### src/common/amei_pkg.sv
package amei_pkg;
    localparam int NUM_AXES   = 4;
    localparam int POS_W      = 32;
    localparam int DAC_W      = 16;
    localparam int ADC_W      = 16;
    localparam int GEN_IN_W   = 8;
    localparam int GEN_SEL_W  = 3;
    localparam int AXIS_SEL_W = 2;

    // Timing
    localparam int CLK_FREQ_MHZ       = 50;
    localparam int QUAD_RATE_MHZ      = 12;
    localparam int CLK_PER_QUAD_STATE = CLK_FREQ_MHZ / QUAD_RATE_MHZ;
    localparam int STEP_PULSE_NS      = 160;
    localparam int STEP_PULSE_CYCLES  = (STEP_PULSE_NS * CLK_FREQ_MHZ + 999) / 1000;
    localparam int STEP_CNT_W         = 5;
    localparam int WDOG_TIMEOUT_US    = 10000;
    localparam int WDOG_TIMEOUT_CYC   = WDOG_TIMEOUT_US * CLK_FREQ_MHZ;
    localparam int WDOG_CNT_W         = 20;

    // Reset values
    localparam logic [POS_W-1:0] POS_RESET = 32'h0000_0000;
    localparam logic [DAC_W-1:0] DAC_RESET = 16'h0000;

    typedef enum logic [1:0] {
        WD_POWERUP,
        WD_RUN,
        WD_FAULT
    } amei_wd_e;
endpackage

### src/common/amei_enc_if.sv
`timescale 1ns/1ns
interface amei_enc_if;
    logic [amei_pkg::POS_W-1:0] pos;
    logic [amei_pkg::POS_W-1:0] index_pos;
    logic                       index_seen;
    logic                       index_clr;
    logic                       bad_step;
    logic                       level_a;
    logic                       level_b;

    modport dec  (output pos, output index_pos, output index_seen, output bad_step,
                  output level_a, output level_b, input index_clr);
    modport user (input pos, input index_pos, input index_seen, input bad_step,
                  input level_a, input level_b, output index_clr);
endinterface

### src/logic/amei_enc_decoder.sv
`timescale 1ns/1ns
module amei_enc_decoder (
    // Clock and reset
    input  wire logic   clk,
    input  wire logic   rst_b,
    // Encoder pins
    input  wire logic   phase_a,
    input  wire logic   phase_b,
    input  wire logic   index,
    // Mode
    input  wire logic   pulse_dir_mode,
    // Results
    amei_enc_if.dec     enc
);
    logic [1:0] a_sync_q;
    logic [1:0] b_sync_q;
    logic [1:0] i_sync_q;
    logic       a_q;
    logic       b_q;
    logic       i_q;
    logic       step_up;
    logic       step_dn;
    logic       idx_rise;
    logic [amei_pkg::POS_W-1:0] pos_q;
    logic [amei_pkg::POS_W-1:0] pos_d;

    // Two stages before any logic sees the pins
    always_ff @(posedge clk or negedge rst_b) begin
        if (!rst_b) begin
            a_sync_q <= 2'h0;
            b_sync_q <= 2'h0;
            i_sync_q <= 2'h0;
            a_q      <= 1'b0;
            b_q      <= 1'b0;
            i_q      <= 1'b0;
        end else begin
            a_sync_q <= {a_sync_q[0], phase_a};
            b_sync_q <= {b_sync_q[0], phase_b};
            i_sync_q <= {i_sync_q[0], index};
            a_q      <= a_sync_q[1];
            b_q      <= b_sync_q[1];
            i_q      <= i_sync_q[1];
        end
    end

    // Every quadrature edge counts; four counts per cycle
    always_comb begin
        step_up = 1'b0;
        step_dn = 1'b0;
        if (pulse_dir_mode) begin
            if (a_sync_q[1] && !a_q) begin
                step_up = !b_sync_q[1];
                step_dn = b_sync_q[1];
            end
        end else if ((a_sync_q[1] ^ a_q) != (b_sync_q[1] ^ b_q)) begin
            step_up = a_q ^ b_sync_q[1];
            step_dn = !(a_q ^ b_sync_q[1]);
        end
    end

    // 50 MHz sampling leaves four clocks per state at full rate
    always_comb begin
        pos_d = pos_q;
        if (step_up) begin
            pos_d = pos_q + 32'h0000_0001;
        end else if (step_dn) begin
            pos_d = pos_q - 32'h0000_0001;
        end
    end

    always_ff @(posedge clk or negedge rst_b) begin
        if (!rst_b) begin
            pos_q <= amei_pkg::POS_RESET;
        end else begin
            pos_q <= pos_d;
        end
    end

    // Both phases moving at once cannot be resolved
    always_ff @(posedge clk or negedge rst_b) begin
        if (!rst_b) begin
            enc.bad_step <= 1'b0;
        end else begin
            enc.bad_step <= !pulse_dir_mode && (a_sync_q[1] ^ a_q) && (b_sync_q[1] ^ b_q);
        end
    end

    assign idx_rise = i_sync_q[1] && !i_q;

    // Index marks a reference position; a new mark beats a clear
    always_ff @(posedge clk or negedge rst_b) begin
        if (!rst_b) begin
            enc.index_pos  <= amei_pkg::POS_RESET;
            enc.index_seen <= 1'b0;
        end else begin
            if (idx_rise) begin
                enc.index_pos  <= pos_d;
                enc.index_seen <= 1'b1;
            end else if (enc.index_clr) begin
                enc.index_seen <= 1'b0;
            end
        end
    end

    assign enc.pos     = pos_q;
    assign enc.level_a = a_q;
    assign enc.level_b = b_q;
endmodule // amei_enc_decoder

### src/logic/amei_axis_top.sv
`timescale 1ns/1ns
module amei_axis_top #(
    parameter int WDOG_TIMEOUT = amei_pkg::WDOG_TIMEOUT_CYC
) (
    // Clock and reset
    input  wire logic                                                   CLK,
    input  wire logic                                                   RST_B,
    // Main encoders
    input  wire logic [amei_pkg::NUM_AXES-1:0]                          ENCODER_PHASE_A,
    input  wire logic [amei_pkg::NUM_AXES-1:0]                          ENCODER_PHASE_B,
    input  wire logic [amei_pkg::NUM_AXES-1:0]                          ENCODER_INDEX,
    // Auxiliary encoders
    input  wire logic [amei_pkg::NUM_AXES-1:0]                          AUX_PHASE_A,
    input  wire logic [amei_pkg::NUM_AXES-1:0]                          AUX_PHASE_B,
    // Feedback configuration
    input  wire logic [amei_pkg::NUM_AXES-1:0]                          PULSE_DIR_MAIN,
    input  wire logic [amei_pkg::NUM_AXES-1:0]                          PULSE_DIR_AUX,
    input  wire logic [amei_pkg::NUM_AXES-1:0]                          AUX_IN_USE,
    input  wire logic [amei_pkg::NUM_AXES-1:0]                          ANALOG_FEEDBACK_SELECT,
    input  wire logic [amei_pkg::NUM_AXES-1:0][amei_pkg::ADC_W-1:0]     ANALOG_POSITION,
    input  wire logic [amei_pkg::NUM_AXES-1:0]                          INDEX_CLEAR,
    // Feedback results
    output logic      [amei_pkg::NUM_AXES-1:0][amei_pkg::POS_W-1:0]     AXIS_POSITION,
    output logic      [amei_pkg::NUM_AXES-1:0][amei_pkg::POS_W-1:0]     AUX_POSITION,
    output logic      [amei_pkg::NUM_AXES-1:0][amei_pkg::POS_W-1:0]     INDEX_POSITION,
    output logic      [amei_pkg::NUM_AXES-1:0]                          INDEX_SEEN,
    output logic      [amei_pkg::NUM_AXES-1:0]                          ENCODER_FAULT,
    output logic      [amei_pkg::NUM_AXES-1:0][1:0]                     AUX_GP_IN,
    // Position latch
    input  wire logic [amei_pkg::GEN_IN_W-1:0]                          GENERAL_IN,
    input  wire logic                                                   LATCH_ARM,
    input  wire logic [amei_pkg::GEN_SEL_W-1:0]                         LATCH_SELECT,
    output logic                                                        LATCH_DONE,
    output logic      [amei_pkg::NUM_AXES-1:0][amei_pkg::POS_W-1:0]     LATCH_POSITION,
    // Servo commands
    input  wire logic [amei_pkg::NUM_AXES-1:0][amei_pkg::DAC_W-1:0]     MOTOR_COMMAND,
    input  wire logic                                                   SINE_ENABLE,
    input  wire logic [amei_pkg::AXIS_SEL_W-1:0]                        SINE_AXIS,
    input  wire logic [amei_pkg::DAC_W-1:0]                             SINE_COMMAND_B,
    output logic      [amei_pkg::NUM_AXES-1:0][amei_pkg::DAC_W-1:0]     DAC_CODE,
    // Stepper
    input  wire logic [amei_pkg::NUM_AXES-1:0]                          STEPPER_SELECT_JUMPER,
    input  wire logic [amei_pkg::NUM_AXES-1:0]                          STEPPER_MODE,
    input  wire logic [amei_pkg::NUM_AXES-1:0]                          STEP_REQUEST,
    input  wire logic [amei_pkg::NUM_AXES-1:0]                          STEP_DIRECTION,
    output logic      [amei_pkg::NUM_AXES-1:0]                          STEP_BUSY,
    output logic      [amei_pkg::NUM_AXES-1:0]                          STEP_OUT,
    output logic      [amei_pkg::NUM_AXES-1:0]                          DIRECTION_OUT,
    // Watchdog
    input  wire logic                                                   WATCHDOG_KICK,
    output logic                                                        AMPLIFIER_ENABLE_OUT,
    output logic      [amei_pkg::NUM_AXES-1:0]                          ERROR_LED
);
    localparam int NA = amei_pkg::NUM_AXES;
    localparam int WDOG_CNT_W_L = amei_pkg::WDOG_CNT_W;
    localparam logic [WDOG_CNT_W_L-1:0] WDOG_LAST = WDOG_CNT_W_L'(WDOG_TIMEOUT - 1);
    localparam logic [amei_pkg::STEP_CNT_W-1:0] STEP_HI =
        amei_pkg::STEP_CNT_W'(amei_pkg::STEP_PULSE_CYCLES);
    localparam logic [amei_pkg::STEP_CNT_W-1:0] STEP_ALL =
        amei_pkg::STEP_CNT_W'(2 * amei_pkg::STEP_PULSE_CYCLES);
    localparam logic [amei_pkg::AXIS_SEL_W-1:0] LAST_DAC = amei_pkg::AXIS_SEL_W'(NA - 1);

    logic [1:0][NA-1:0]                       jmp_sync_q;
    logic [NA-1:0]                            stepper_on;
    logic [1:0][amei_pkg::GEN_IN_W-1:0]       gin_sync_q;
    logic                                     sel_in_q;
    logic                                     latch_fire;
    logic [NA-1:0][amei_pkg::POS_W-1:0]       src_pos;
    logic                                     amp_ok;
    logic [WDOG_CNT_W_L-1:0]                  wd_cnt_q;
    amei_pkg::amei_wd_e                       wd_state_q;

    amei_enc_if main_if [NA] ();
    amei_enc_if aux_if  [NA] ();

    // Jumpers are pins; resynchronise before use
    always_ff @(posedge CLK or negedge RST_B) begin
        if (!RST_B) begin
            jmp_sync_q <= '0;
        end else begin
            jmp_sync_q <= {jmp_sync_q[0], STEPPER_SELECT_JUMPER};
        end
    end

    assign stepper_on = jmp_sync_q[1] & STEPPER_MODE;

    genvar g;
    generate
        for (g = 0; g < NA; g++) begin : g_axis
            logic [amei_pkg::STEP_CNT_W-1:0] stp_cnt_q;
            logic [amei_pkg::DAC_W-1:0]      dac_d;

            amei_enc_decoder u_main (
                .clk            (CLK),
                .rst_b          (RST_B),
                .phase_a        (ENCODER_PHASE_A[g]),
                .phase_b        (ENCODER_PHASE_B[g]),
                .index          (ENCODER_INDEX[g]),
                .pulse_dir_mode (PULSE_DIR_MAIN[g]),
                .enc            (main_if[g])
            );

            amei_enc_decoder u_aux (
                .clk            (CLK),
                .rst_b          (RST_B),
                .phase_a        (AUX_PHASE_A[g]),
                .phase_b        (AUX_PHASE_B[g]),
                .index          (1'b0),
                .pulse_dir_mode (PULSE_DIR_AUX[g]),
                .enc            (aux_if[g])
            );

            assign main_if[g].index_clr = INDEX_CLEAR[g];
            assign aux_if[g].index_clr  = 1'b0;
            assign INDEX_POSITION[g]    = main_if[g].index_pos;
            assign INDEX_SEEN[g]        = main_if[g].index_seen;
            assign ENCODER_FAULT[g]     = main_if[g].bad_step | aux_if[g].bad_step;
            assign AUX_POSITION[g]      = aux_if[g].pos;

            // Analog source is sign-extended ADC reading
            assign src_pos[g] = ANALOG_FEEDBACK_SELECT[g] ?
                {{(amei_pkg::POS_W - amei_pkg::ADC_W){ANALOG_POSITION[g][amei_pkg::ADC_W-1]}},
                 ANALOG_POSITION[g]} : main_if[g].pos;

            always_ff @(posedge CLK or negedge RST_B) begin
                if (!RST_B) begin
                    AXIS_POSITION[g] <= amei_pkg::POS_RESET;
                end else begin
                    AXIS_POSITION[g] <= src_pos[g];
                end
            end

            // Aux lines double as general inputs when free
            always_ff @(posedge CLK or negedge RST_B) begin
                if (!RST_B) begin
                    AUX_GP_IN[g] <= 2'h0;
                end else if (!AUX_IN_USE[g] && !stepper_on[g]) begin
                    AUX_GP_IN[g] <= {aux_if[g].level_b, aux_if[g].level_a};
                end else begin
                    AUX_GP_IN[g] <= 2'h0;
                end
            end

            // Step pulse: high then low for equal time, caps step rate
            always_ff @(posedge CLK or negedge RST_B) begin
                if (!RST_B) begin
                    stp_cnt_q        <= '0;
                    STEP_OUT[g]      <= 1'b0;
                    DIRECTION_OUT[g] <= 1'b0;
                end else if (!stepper_on[g] || !amp_ok) begin
                    stp_cnt_q   <= '0;
                    STEP_OUT[g] <= 1'b0;
                end else if (stp_cnt_q != '0) begin
                    stp_cnt_q <= stp_cnt_q - 1'b1;
                    if (stp_cnt_q == STEP_HI) begin
                        STEP_OUT[g] <= 1'b0;
                    end
                end else if (STEP_REQUEST[g]) begin
                    stp_cnt_q        <= STEP_ALL - 1'b1;
                    STEP_OUT[g]      <= 1'b1;
                    DIRECTION_OUT[g] <= STEP_DIRECTION[g];
                end
            end

            assign STEP_BUSY[g] = stp_cnt_q != '0;

            // DAC selection; a disabled amplifier gets zero
            always_comb begin
                dac_d = MOTOR_COMMAND[g];
                if (SINE_ENABLE && (SINE_AXIS != LAST_DAC) &&
                    (amei_pkg::AXIS_SEL_W'(g) == LAST_DAC)) begin
                    dac_d = SINE_COMMAND_B;
                end
                if (stepper_on[g] || !amp_ok) begin
                    dac_d = amei_pkg::DAC_RESET;
                end
            end

            always_ff @(posedge CLK or negedge RST_B) begin
                if (!RST_B) begin
                    DAC_CODE[g] <= amei_pkg::DAC_RESET;
                end else begin
                    DAC_CODE[g] <= dac_d;
                end
            end
        end
    endgenerate

    // General inputs are pins; two stages then an edge register
    always_ff @(posedge CLK or negedge RST_B) begin
        if (!RST_B) begin
            gin_sync_q <= '0;
            sel_in_q   <= 1'b0;
        end else begin
            gin_sync_q <= {gin_sync_q[0], GENERAL_IN};
            sel_in_q   <= gin_sync_q[1][LATCH_SELECT];
        end
    end

    // Inputs are active low, so the falling edge fires
    assign latch_fire = LATCH_ARM && !LATCH_DONE && sel_in_q && !gin_sync_q[1][LATCH_SELECT];

    always_ff @(posedge CLK or negedge RST_B) begin
        if (!RST_B) begin
            LATCH_DONE     <= 1'b0;
            LATCH_POSITION <= '0;
        end else if (!LATCH_ARM) begin
            LATCH_DONE <= 1'b0;
        end else if (latch_fire) begin
            LATCH_DONE     <= 1'b1;
            LATCH_POSITION <= src_pos;
        end
    end

    // Watchdog: enable only after the first kick, fault is final
    always_ff @(posedge CLK or negedge RST_B) begin
        if (!RST_B) begin
            wd_state_q <= amei_pkg::WD_POWERUP;
            wd_cnt_q   <= '0;
        end else begin
            unique case (wd_state_q)
                amei_pkg::WD_POWERUP: begin
                    if (WATCHDOG_KICK) begin
                        wd_state_q <= amei_pkg::WD_RUN;
                        wd_cnt_q   <= '0;
                    end
                end
                amei_pkg::WD_RUN: begin
                    if (WATCHDOG_KICK) begin
                        wd_cnt_q <= '0;
                    end else if (wd_cnt_q == WDOG_LAST) begin
                        wd_state_q <= amei_pkg::WD_FAULT;
                    end else begin
                        wd_cnt_q <= wd_cnt_q + 1'b1;
                    end
                end
                amei_pkg::WD_FAULT: begin
                    wd_state_q <= amei_pkg::WD_FAULT;
                end
                default: begin
                    wd_state_q <= amei_pkg::WD_FAULT;
                end
            endcase
        end
    end

    assign amp_ok = wd_state_q == amei_pkg::WD_RUN;

    always_ff @(posedge CLK or negedge RST_B) begin
        if (!RST_B) begin
            AMPLIFIER_ENABLE_OUT <= 1'b0;
            ERROR_LED            <= '0;
        end else begin
            AMPLIFIER_ENABLE_OUT <= amp_ok;
            ERROR_LED            <= {NA{wd_state_q == amei_pkg::WD_FAULT}};
        end
    end
endmodule // amei_axis_top

### config.mk
export PLATFORM = sky130hd
export DESIGN_NAME = amei_axis_top
export DESIGN_NICKNAME = d
export VERILOG_FILES = /design/src/common/amei_pkg.sv /design/src/common/amei_enc_if.sv /design/src/logic/amei_enc_decoder.sv /design/src/logic/amei_axis_top.sv
export SDC_FILE = /design/constraint.sdc
export NUM_CORES = 2
export LEC_CHECK = 0
export BUFFER_PORTS_ARGS = -buffer_cell sky130_fd_sc_hd__buf_4
export CORE_MARGIN = 8
export CORE_UTILIZATION = 27
export CTS_CLUSTER_DIAMETER = 50
export DETAILED_ROUTE_END_ITERATION = 12
export GPL_ROUTABILITY_DRIVEN = 1
export GPL_TIMING_DRIVEN = 0
export MAX_ROUTING_LAYER = met4
export PLACE_DENSITY = 0.47
export SLEW_MARGIN = 10
export SYNTH_ARGS = -nofsm -noshare
export SYNTH_HDL_FRONTEND = slang
export SYNTH_SLANG_ARGS = --single-unit
### constraint.sdc
create_clock -name CLK -period 5.27 [get_ports CLK]
set_clock_uncertainty 0.15 [all_clocks]
set_input_delay 0.2635 -clock CLK [delete_from_list [all_inputs] [get_ports CLK]]
set_output_delay 0.2635 -clock CLK [all_outputs]
set_load 0.02 [all_outputs]
# ---- Word level (Yosys, flattened, before mapping)
# Index checks and enable logic that the tools add are counted.
dict set report word_totals {
  register_bits 862
  input_bits 218
  out_inout_bits 610
  wordCells 431
}
dict set report op_classes {
  addsub 21
  order_cmp 1
  eq_ne 25
  n_mux 125
  n_bitwise 37
  reduce_logical 120
}
# cell n
set ops {}
lappend ops {{$mux 32} 20}
lappend ops {{$add 32x1->32 const B} 8}
lappend ops {{$sub 32x1->32 const B} 8}
lappend ops {{$mux 16} 5}
lappend ops {{$mux 1} 75}
lappend ops {{$mux 20} 3}
lappend ops {{$mux 5} 12}
lappend ops {{$logic_not 1->1} 47}
lappend ops {{$pmux 20 s2} 1}
lappend ops {{$logic_and 1x1->1} 36}
lappend ops {{$xor 1x1->1} 24}
lappend ops {{$add 20x1->20 const B} 1}
lappend ops {{$eq 20x19->1 const B} 1}
lappend ops {{$eq 5x4->1 const B} 4}
lappend ops {{$reduce_bool 5->1} 4}
lappend ops {{$sub 5x1->5 const B} 4}
lappend ops {{$reduce_and 3->1} 6}
lappend ops {{$reduce_bool 2->1} 9}
lappend ops {{$mux 2} 7}
lappend ops {{$ne 3x1->1 const B} 4}
lappend ops {{$reduce_bool 3->1} 4}
lappend ops {{$reduce_and 2->1} 5}
lappend ops {{$logic_or 1x1->1} 8}
lappend ops {{$ne 1x1->1} 8}
lappend ops {{12 further kinds} 25}

# ---- Longest topological paths before layout
dict set report depth {
  word_depth 6
  ltp_mapped 18
  ltp_nobuf 14
}

# ---- By module
# A second synthesis with hierarchy kept.
dict set report unflattened {
  hier_cells 3964
  hier_area_um2 45623.8
}
# mod instances cells_per_inst area_each_um2 seq_area_each_um2
set by_module_without_submodules {}
lappend by_module_without_submodules {{amei_enc_decoder at g_axis[0].u_aux ...} 6 348 3787.4 1876.8}
lappend by_module_without_submodules {amei_axis_top 1 1149 15258.4 10159.7}
lappend by_module_without_submodules {{amei_enc_decoder at g_axis[3].u_main} 1 366 3871.2 1876.8}
lappend by_module_without_submodules {{amei_enc_decoder at g_axis[3].u_aux} 1 361 3769.9 1876.8}

# ---- Least setup slack after synthesis
# OpenSTA, ideal clock, no wires.
dict set report synth_timing {
  path_type {reg2reg}
  startpoint {register g_axis[1].u_aux.a_q}
  endpoint {register g_axis[1].u_aux.pos_q (netlist bit g_axis[1].u_aux.enc.pos[20])}
  setup_ns 0.134
  arrival_ns 3.957
  required_time_ns 4.986
  slack_ns 1.029
  path_stages_with_launch 18
  path_buffers 3
  period_less_slack_ns 4.241
  path_cell_list {dfrtp_1 inv_1 ha_1 xnor2_1 mux2i_1 nand2_1 clkbuf_1 clkbuf_1 buf_1 xnor2_1 ha_1 nor2_1 nand3_1 o311a_1 o22ai_1 mux2i_1 nand2_1 xnor2_1}
}
dict set report synth_between {
  elab_chain_len 5
  word_cells_on_any_way 14
  classes_between {1 x eq/ne; 7 x mux; 2 x bitwise; 4 x reduce/logical}
}
# element line_no
set synth_rtl {}
lappend synth_rtl {{from (decl)} amei_enc_decoder.sv:18} ;# logic a_q;
lappend synth_rtl {{from (signal assigned)} amei_enc_decoder.sv:40} ;# a_q <= a_sync_q[1];
lappend synth_rtl {{$xor 1x1->1, or another cell as far along} amei_enc_decoder.sv:55} ;# end else if ((a_sync_q[1] ^ a_q) != (b_sync_q[1] ^ b_q)) begin
lappend synth_rtl {{$ne 1x1->1, or another cell as far along} amei_enc_decoder.sv:55}
lappend synth_rtl {{$mux 1, on equally long branches} {amei_enc_decoder.sv:55, amei_enc_decoder.sv:51}}
lappend synth_rtl {{$mux 1} amei_enc_decoder.sv:50} ;# if (pulse_dir_mode) begin
lappend synth_rtl {{$mux 32 or $reduce_bool 2->1 (tied branches)} n/a}
lappend synth_rtl {{to (signal assigned)} amei_enc_decoder.sv:73} ;# pos_q <= amei_pkg::POS_RESET;
lappend synth_rtl {{to (signal assigned)} amei_enc_decoder.sv:75} ;# pos_q <= pos_d;
lappend synth_rtl {{to (decl)} amei_enc_decoder.sv:24} ;# logic [amei_pkg::POS_W-1:0] pos_q;
# Several ways; a longest one is shown, not always the timed one.
# A chain may end at the register's enable or synchronous reset.

# ---- Final worst setup path
dict set report layout_timing {
  startpoint {register g_axis[2].u_aux.a_q}
  endpoint {register g_axis[2].u_aux.pos_q (netlist bit g_axis[2].u_aux.enc.pos[20])}
}
dict set report layout_between {
  elab_chain_len 5
  word_cells_on_any_way 14
  classes_between {1 x eq/ne; 7 x mux; 2 x bitwise; 4 x reduce/logical}
}
# element line_no
set layout_rtl {}
lappend layout_rtl {{from (decl)} amei_enc_decoder.sv:18}
lappend layout_rtl {{from (signal assigned)} amei_enc_decoder.sv:40}
lappend layout_rtl {{$xor 1x1->1, or another cell as far along} amei_enc_decoder.sv:55}
lappend layout_rtl {{$ne 1x1->1, or another cell as far along} amei_enc_decoder.sv:55}
lappend layout_rtl {{$mux 1, on equally long branches} {amei_enc_decoder.sv:55, amei_enc_decoder.sv:51}}
lappend layout_rtl {{$mux 1} amei_enc_decoder.sv:50}
lappend layout_rtl {{$mux 32 or $reduce_bool 2->1 (tied branches)} n/a}
lappend layout_rtl {{to (signal assigned)} amei_enc_decoder.sv:73}
lappend layout_rtl {{to (signal assigned)} amei_enc_decoder.sv:75}
lappend layout_rtl {{to (decl)} amei_enc_decoder.sv:24}
# Several ways; a longest one is shown, not always the timed one.

==> results_tabular.tex <==
\begin{tabular}{lr}
\hline
Metric & Value \\
\hline
\multicolumn{2}{l}{\textbf{Synth}} \\
Leading post-synthesis cells by instance count & 862 x dfrtp\_1, 287 x mux2\_2, 277 x nand2\_1, 230 x nor2\_1, 195 x o21ai\_0 \\
Number of nets produced by synthesis & 4,021 \\
Average instance area after synthesis & 10.6 um2 \\
Library cell occupying the most area in the post-synthesis netlist & dfrtp\_1 \\
EDFF count, synth & 0 \\
Number of distinct library cells after synthesis & 85 \\
Most repeated cell in the gate-level netlist after synthesis & dfrtp\_1 \\
Combined area of all synthesized cells & 40,100 um2 \\
Most area-consuming cells after synthesis & dfrtp\_1 54\%, mux2\_2 8.1\%, xnor2\_1 3.8\% \\
Number of warning messages in the yosys log & 0 \\
Proportion of synthesized flip-flops having asynchronous set or reset & 1.00 \\
Flip-flop and latch count after synthesis & 862 \\
Fraction of post-synthesis cell area in the top cell type by area & 0.538 \\
Main synth FF type & dfrtp\_1 \\
Number of instances in the synthesized netlist & 3,773 \\
Sequential-to-total area share from yosys stat & 0.538 \\
\multicolumn{2}{l}{\textbf{Timing}} \\
Final setup margin & 0.292 ns \\
Time the final worst path needs with I/O delays and setup & 4.98 ns \\
Slew of the pin with the lowest slew margin & 1.23 ns \\
Unrepaired setup endpoints after global routing & no \\
Relative slew margins & 0.170 \\
Total setup violations reported at the end of the flow & 0 \\
Ratio of final minimum period to clock period & 0.945 \\
Max-slew violation count & 0 \\
Hold Vio Cnt, Final & 0 \\
Achievable Freq & 0.201 GHz \\
\multicolumn{2}{l}{\textbf{Clock tree}} \\
Clk pin slew, worst setup/hold paths & 0.05 ns \\
Clock tree from TritonCTS & built \\
Buffer cell driving the clock tree root & clkbuf\_16 \\
Setup Fix Bufs, Post-CTS & 0 \\
Max Root-Sink Buffers & 3 \\
Worst skew pair latency & 0.75 ns \\
H-tree levels & 4 \\
Clock buffers created by TritonCTS & 130 \\
Number of sinks handled by clock tree synthesis & 862 \\
\multicolumn{2}{l}{\textbf{Pwr}} \\
Static leakage power & 24.8 nW \\
Maximum ir drop on the vdd rail & 396 uV \\
Power density relative to cell area & 483 nW/um2 \\
\multicolumn{2}{l}{\textbf{Global route}} \\
Global-route total usage across every layer & 0.203 \\
First-pass GRT wire length & 244,000 um \\
Pin count of the biggest net entering global routing & 142 \\
Initial antenna violation count & 15 \\
Number of global-route vias before repair & 35,600 \\
Sum of overflow across all layers after global routing & 0 \\
\multicolumn{2}{l}{\textbf{Setup path}} \\
Worst setup path start & g\_axis[2].u\_aux.enc.level\_a\$\_DFF\_PN0\_ \\
Crit Reg-Reg Startpoint & g\_axis[2].u\_aux.enc.level\_a\$\_DFF\_PN0\_ \\
Crit path arrival time & 5.49 ns \\
Maximum fanout along the worst path & 10 \\
Startpoint Class & flip-flop \\
Crit-path slowest cell & or4\_1 \\
Crit-path cells & inv\_1 -> ha\_1 -> xnor2\_1 -> mux2i\_1 -> nand2\_1 -> buf\_2 -> xnor2\_1 -> ha\_1 -> or3\_1 -> or4\_1 -> a31oi\_1 -> o21bai\_1 -> nor4\_1 -> o21ai\_0 -> xnor2\_1 \\
Most prevalent standard cell on the critical path & xnor2\_1 \\
Endpoint type of the worst setup path & flip-flop \\
Worst path buffer plus inverter count & 2 \\
Required arrival time at the worst endpoint & 5.78 ns \\
Depth of the most critical reg-to-reg path & 15 \\
CP peak stage delay & 0.53 ns \\
Crit. path cell count & 15 \\
Crit-path leading delay family & simple AND/OR/NAND/NOR gates \\
Path type of the worst setup path & reg -> reg \\
\multicolumn{2}{l}{\textbf{Run status}} \\
Run status & complete, no violations \\
\multicolumn{2}{l}{\textbf{Cells and area}} \\
Final cell utilization of the core & 0.381 \\
Net count of the finished layout & 5,258 \\
Number of standard cells in the layout, taps in and fillers out & 7,057 \\
Ratio of cells with drive above 1 in the final layout & 0.275 \\
Area grow syn2layout & 40.3\% \\
\multicolumn{2}{l}{\textbf{Route}} \\
DRC errors left & 0 \\
Routed wire length per instance & 23.2 um \\
Initial DRT Pass Iterations & 5 \\
Overall routed net length & 164,000 um \\
Total number of vias & 34,800 \\
Routed Antenna Nets & 0 \\
Starting DRT DRC Count & 2,047 \\
Via-to-Cell Ratio & 4.92 \\
\multicolumn{2}{l}{\textbf{Placed design}} \\
Final weighted congestion in routability-driven placement & 0.886 \\
Worst-case setup slack after placement & -0.331 ns \\
Count of port buffers added during placement & 824 \\
Detailed-placement wirelength estimate & 127,000 um \\
Cell total after placement & 6,533 \\
\multicolumn{2}{l}{\textbf{Floorplanning}} \\
Placeable core region & 148,000 um2 \\
DIE WIDTH & 401 um \\
Total number of placement rows & 141 \\
Top Ports & 828 \\
Initial standard-cell utilization of the core & 0.272 \\
Vertical die dimension & 401 um \\
DIE AREA & 161,000 um2 \\
\multicolumn{2}{l}{\textbf{Run}} \\
Number of violations of the max-capacitance limit & 0 \\
\multicolumn{2}{l}{\textbf{Hold path}} \\
HP Class & in -> async \\
\hline
\end{tabular}
## state kept, by name, summed over array words and instances, names as in the netlist, 16 cells and up
register	cells
g_axis.u_main.enc.pos	128
gin_sync_q	16
g_axis.u_aux.enc.pos	128
wd_cnt_q	20
g_axis.stp_cnt_q	20
AXIS_POSITION	128
g_axis.u_main.enc.index_pos	128
LATCH_POSITION	128
DAC_CODE	64
## report_power, final
group          switching [mW]  leakage [nW]  internal [mW]
combinational            5.48          12.1           3.47
sequential               1.27          10.5           8.03
clock                    3.43          2.20           5.49
## repair_timing
item	4_1_cts	5_1_grt
gates resized for setup	6	14
pin swaps	0	0
endpoints found under the hold margin	440	0
endpoints found under the setup margin	13	22
hold buffers	275	0
## layout by cell type, fill, tap and decap left out, drive strengths merged, types with 26 or more instances in the layout
| cell type | instances |
|---|---|
| a211oi | 27 |
| dlygate4sd3 | 275 |
| xnor2 | 173 |
| nor3 | 141 |
| ha | 30 |
| clkbuf | 351 |
| nor4 | 92 |
| nor2 | 231 |
| mux2i | 37 |
| or4 | 42 |
| o21ai | 200 |
| buf | 859 |
| and2 | 70 |
| xor2 | 98 |
| a21oi | 108 |
| nand4 | 94 |
| o22ai | 26 |
| mux2 | 287 |
| nand2 | 277 |
| or3 | 50 |
| clkinv | 33 |
| nand3 | 156 |
| a31oi | 40 |
| dfrtp | 862 |
| inv | 161 |
| and3 | 46 |
## final cells by class
type | instances | area [um2]
diodes | 11 | 27.5
plain buffers | 210 | 833
clock buffers | 170 | 3670
clock inverters | 68 | 860
fillers | 14700 | 91400
inverters | 145 | 544
multi-input cells | 2556 | 17200
flip-flops and latches | 862 | 21600
well taps | 1930 | 2410
repair buffers | 1105 | 9120
## kinds of logic (layout without fill, tap and decap cells)
group,count (synthesis),count (layout),synth area share
xor+xnor,273,273,0.0604
fa+ha+maj,30,30,0.00936
simple gates,1313,1313,0.169
buf+inv,355,1698,0.0340
mux,326,326,0.0910
compound gates,614,614,0.0984
other cells,0,11,0
flops,862,862,0.538
## per-layer routing
layer,global-route usage,share of wire
met3,0.0502,0.064
met4,0.0556,0.026
met2,0.323,0.47
met1,0.257,0.44
met5,-,0
## worst register-to-register path, stage by stage (launching register included)
cell	delay, ns
dfrtp_1	0.50
inv_1	0.08
ha_1	0.35
xnor2_1	0.26
mux2i_1	0.26
nand2_1	0.29
buf_2	0.34
xnor2_1	0.17
ha_1	0.24
or3_1	0.40
or4_1	0.53
a31oi_1	0.35
o21bai_1	0.33
nor4_1	0.11
o21ai_0	0.35
xnor2_1	0.17
## worst paths after layout
kind | end | slack [ns]
max in group asynchronous | AXIS_POSITION[102]$_DFF_PN0_ | 2.99
max | g_axis[2].u_aux.enc.pos[20]$_DFFE_PN0P_ | 0.29
min in group CLK | gin_sync_q[4]$_DFF_PN0_ | 0.07
max reg2reg | g_axis[2].u_aux.enc.pos[20]$_DFFE_PN0P_ | 0.29
min reg2reg | g_axis[3].u_main.a_sync_q[1]$_DFF_PN0_ | 0.19
min | g_axis[3].u_aux.enc.pos[3]$_DFFE_PN0P_ | 0.03
## per-stage QoR
stage / hold WS, ns / setup TNS (ns) / total power [mW] / cell area (um2)
3_3_place_gp: 0.182 / -5903.93 / 18.2 / 48700
3_5_place_dp: 0.185 / -1.91 / 18.2 / 48900
2_1_floorplan: -0.182 / 0 / 13.9 / 40100
5_1_grt: 0.0248 / 0 / 28.6 / 56200
6_report: 0.0263 / 0 / 27.2 / 56200
4_1_cts: 0.000329 / 0 / 27.6 / 56200
Power figures use the tool's default switching activity.
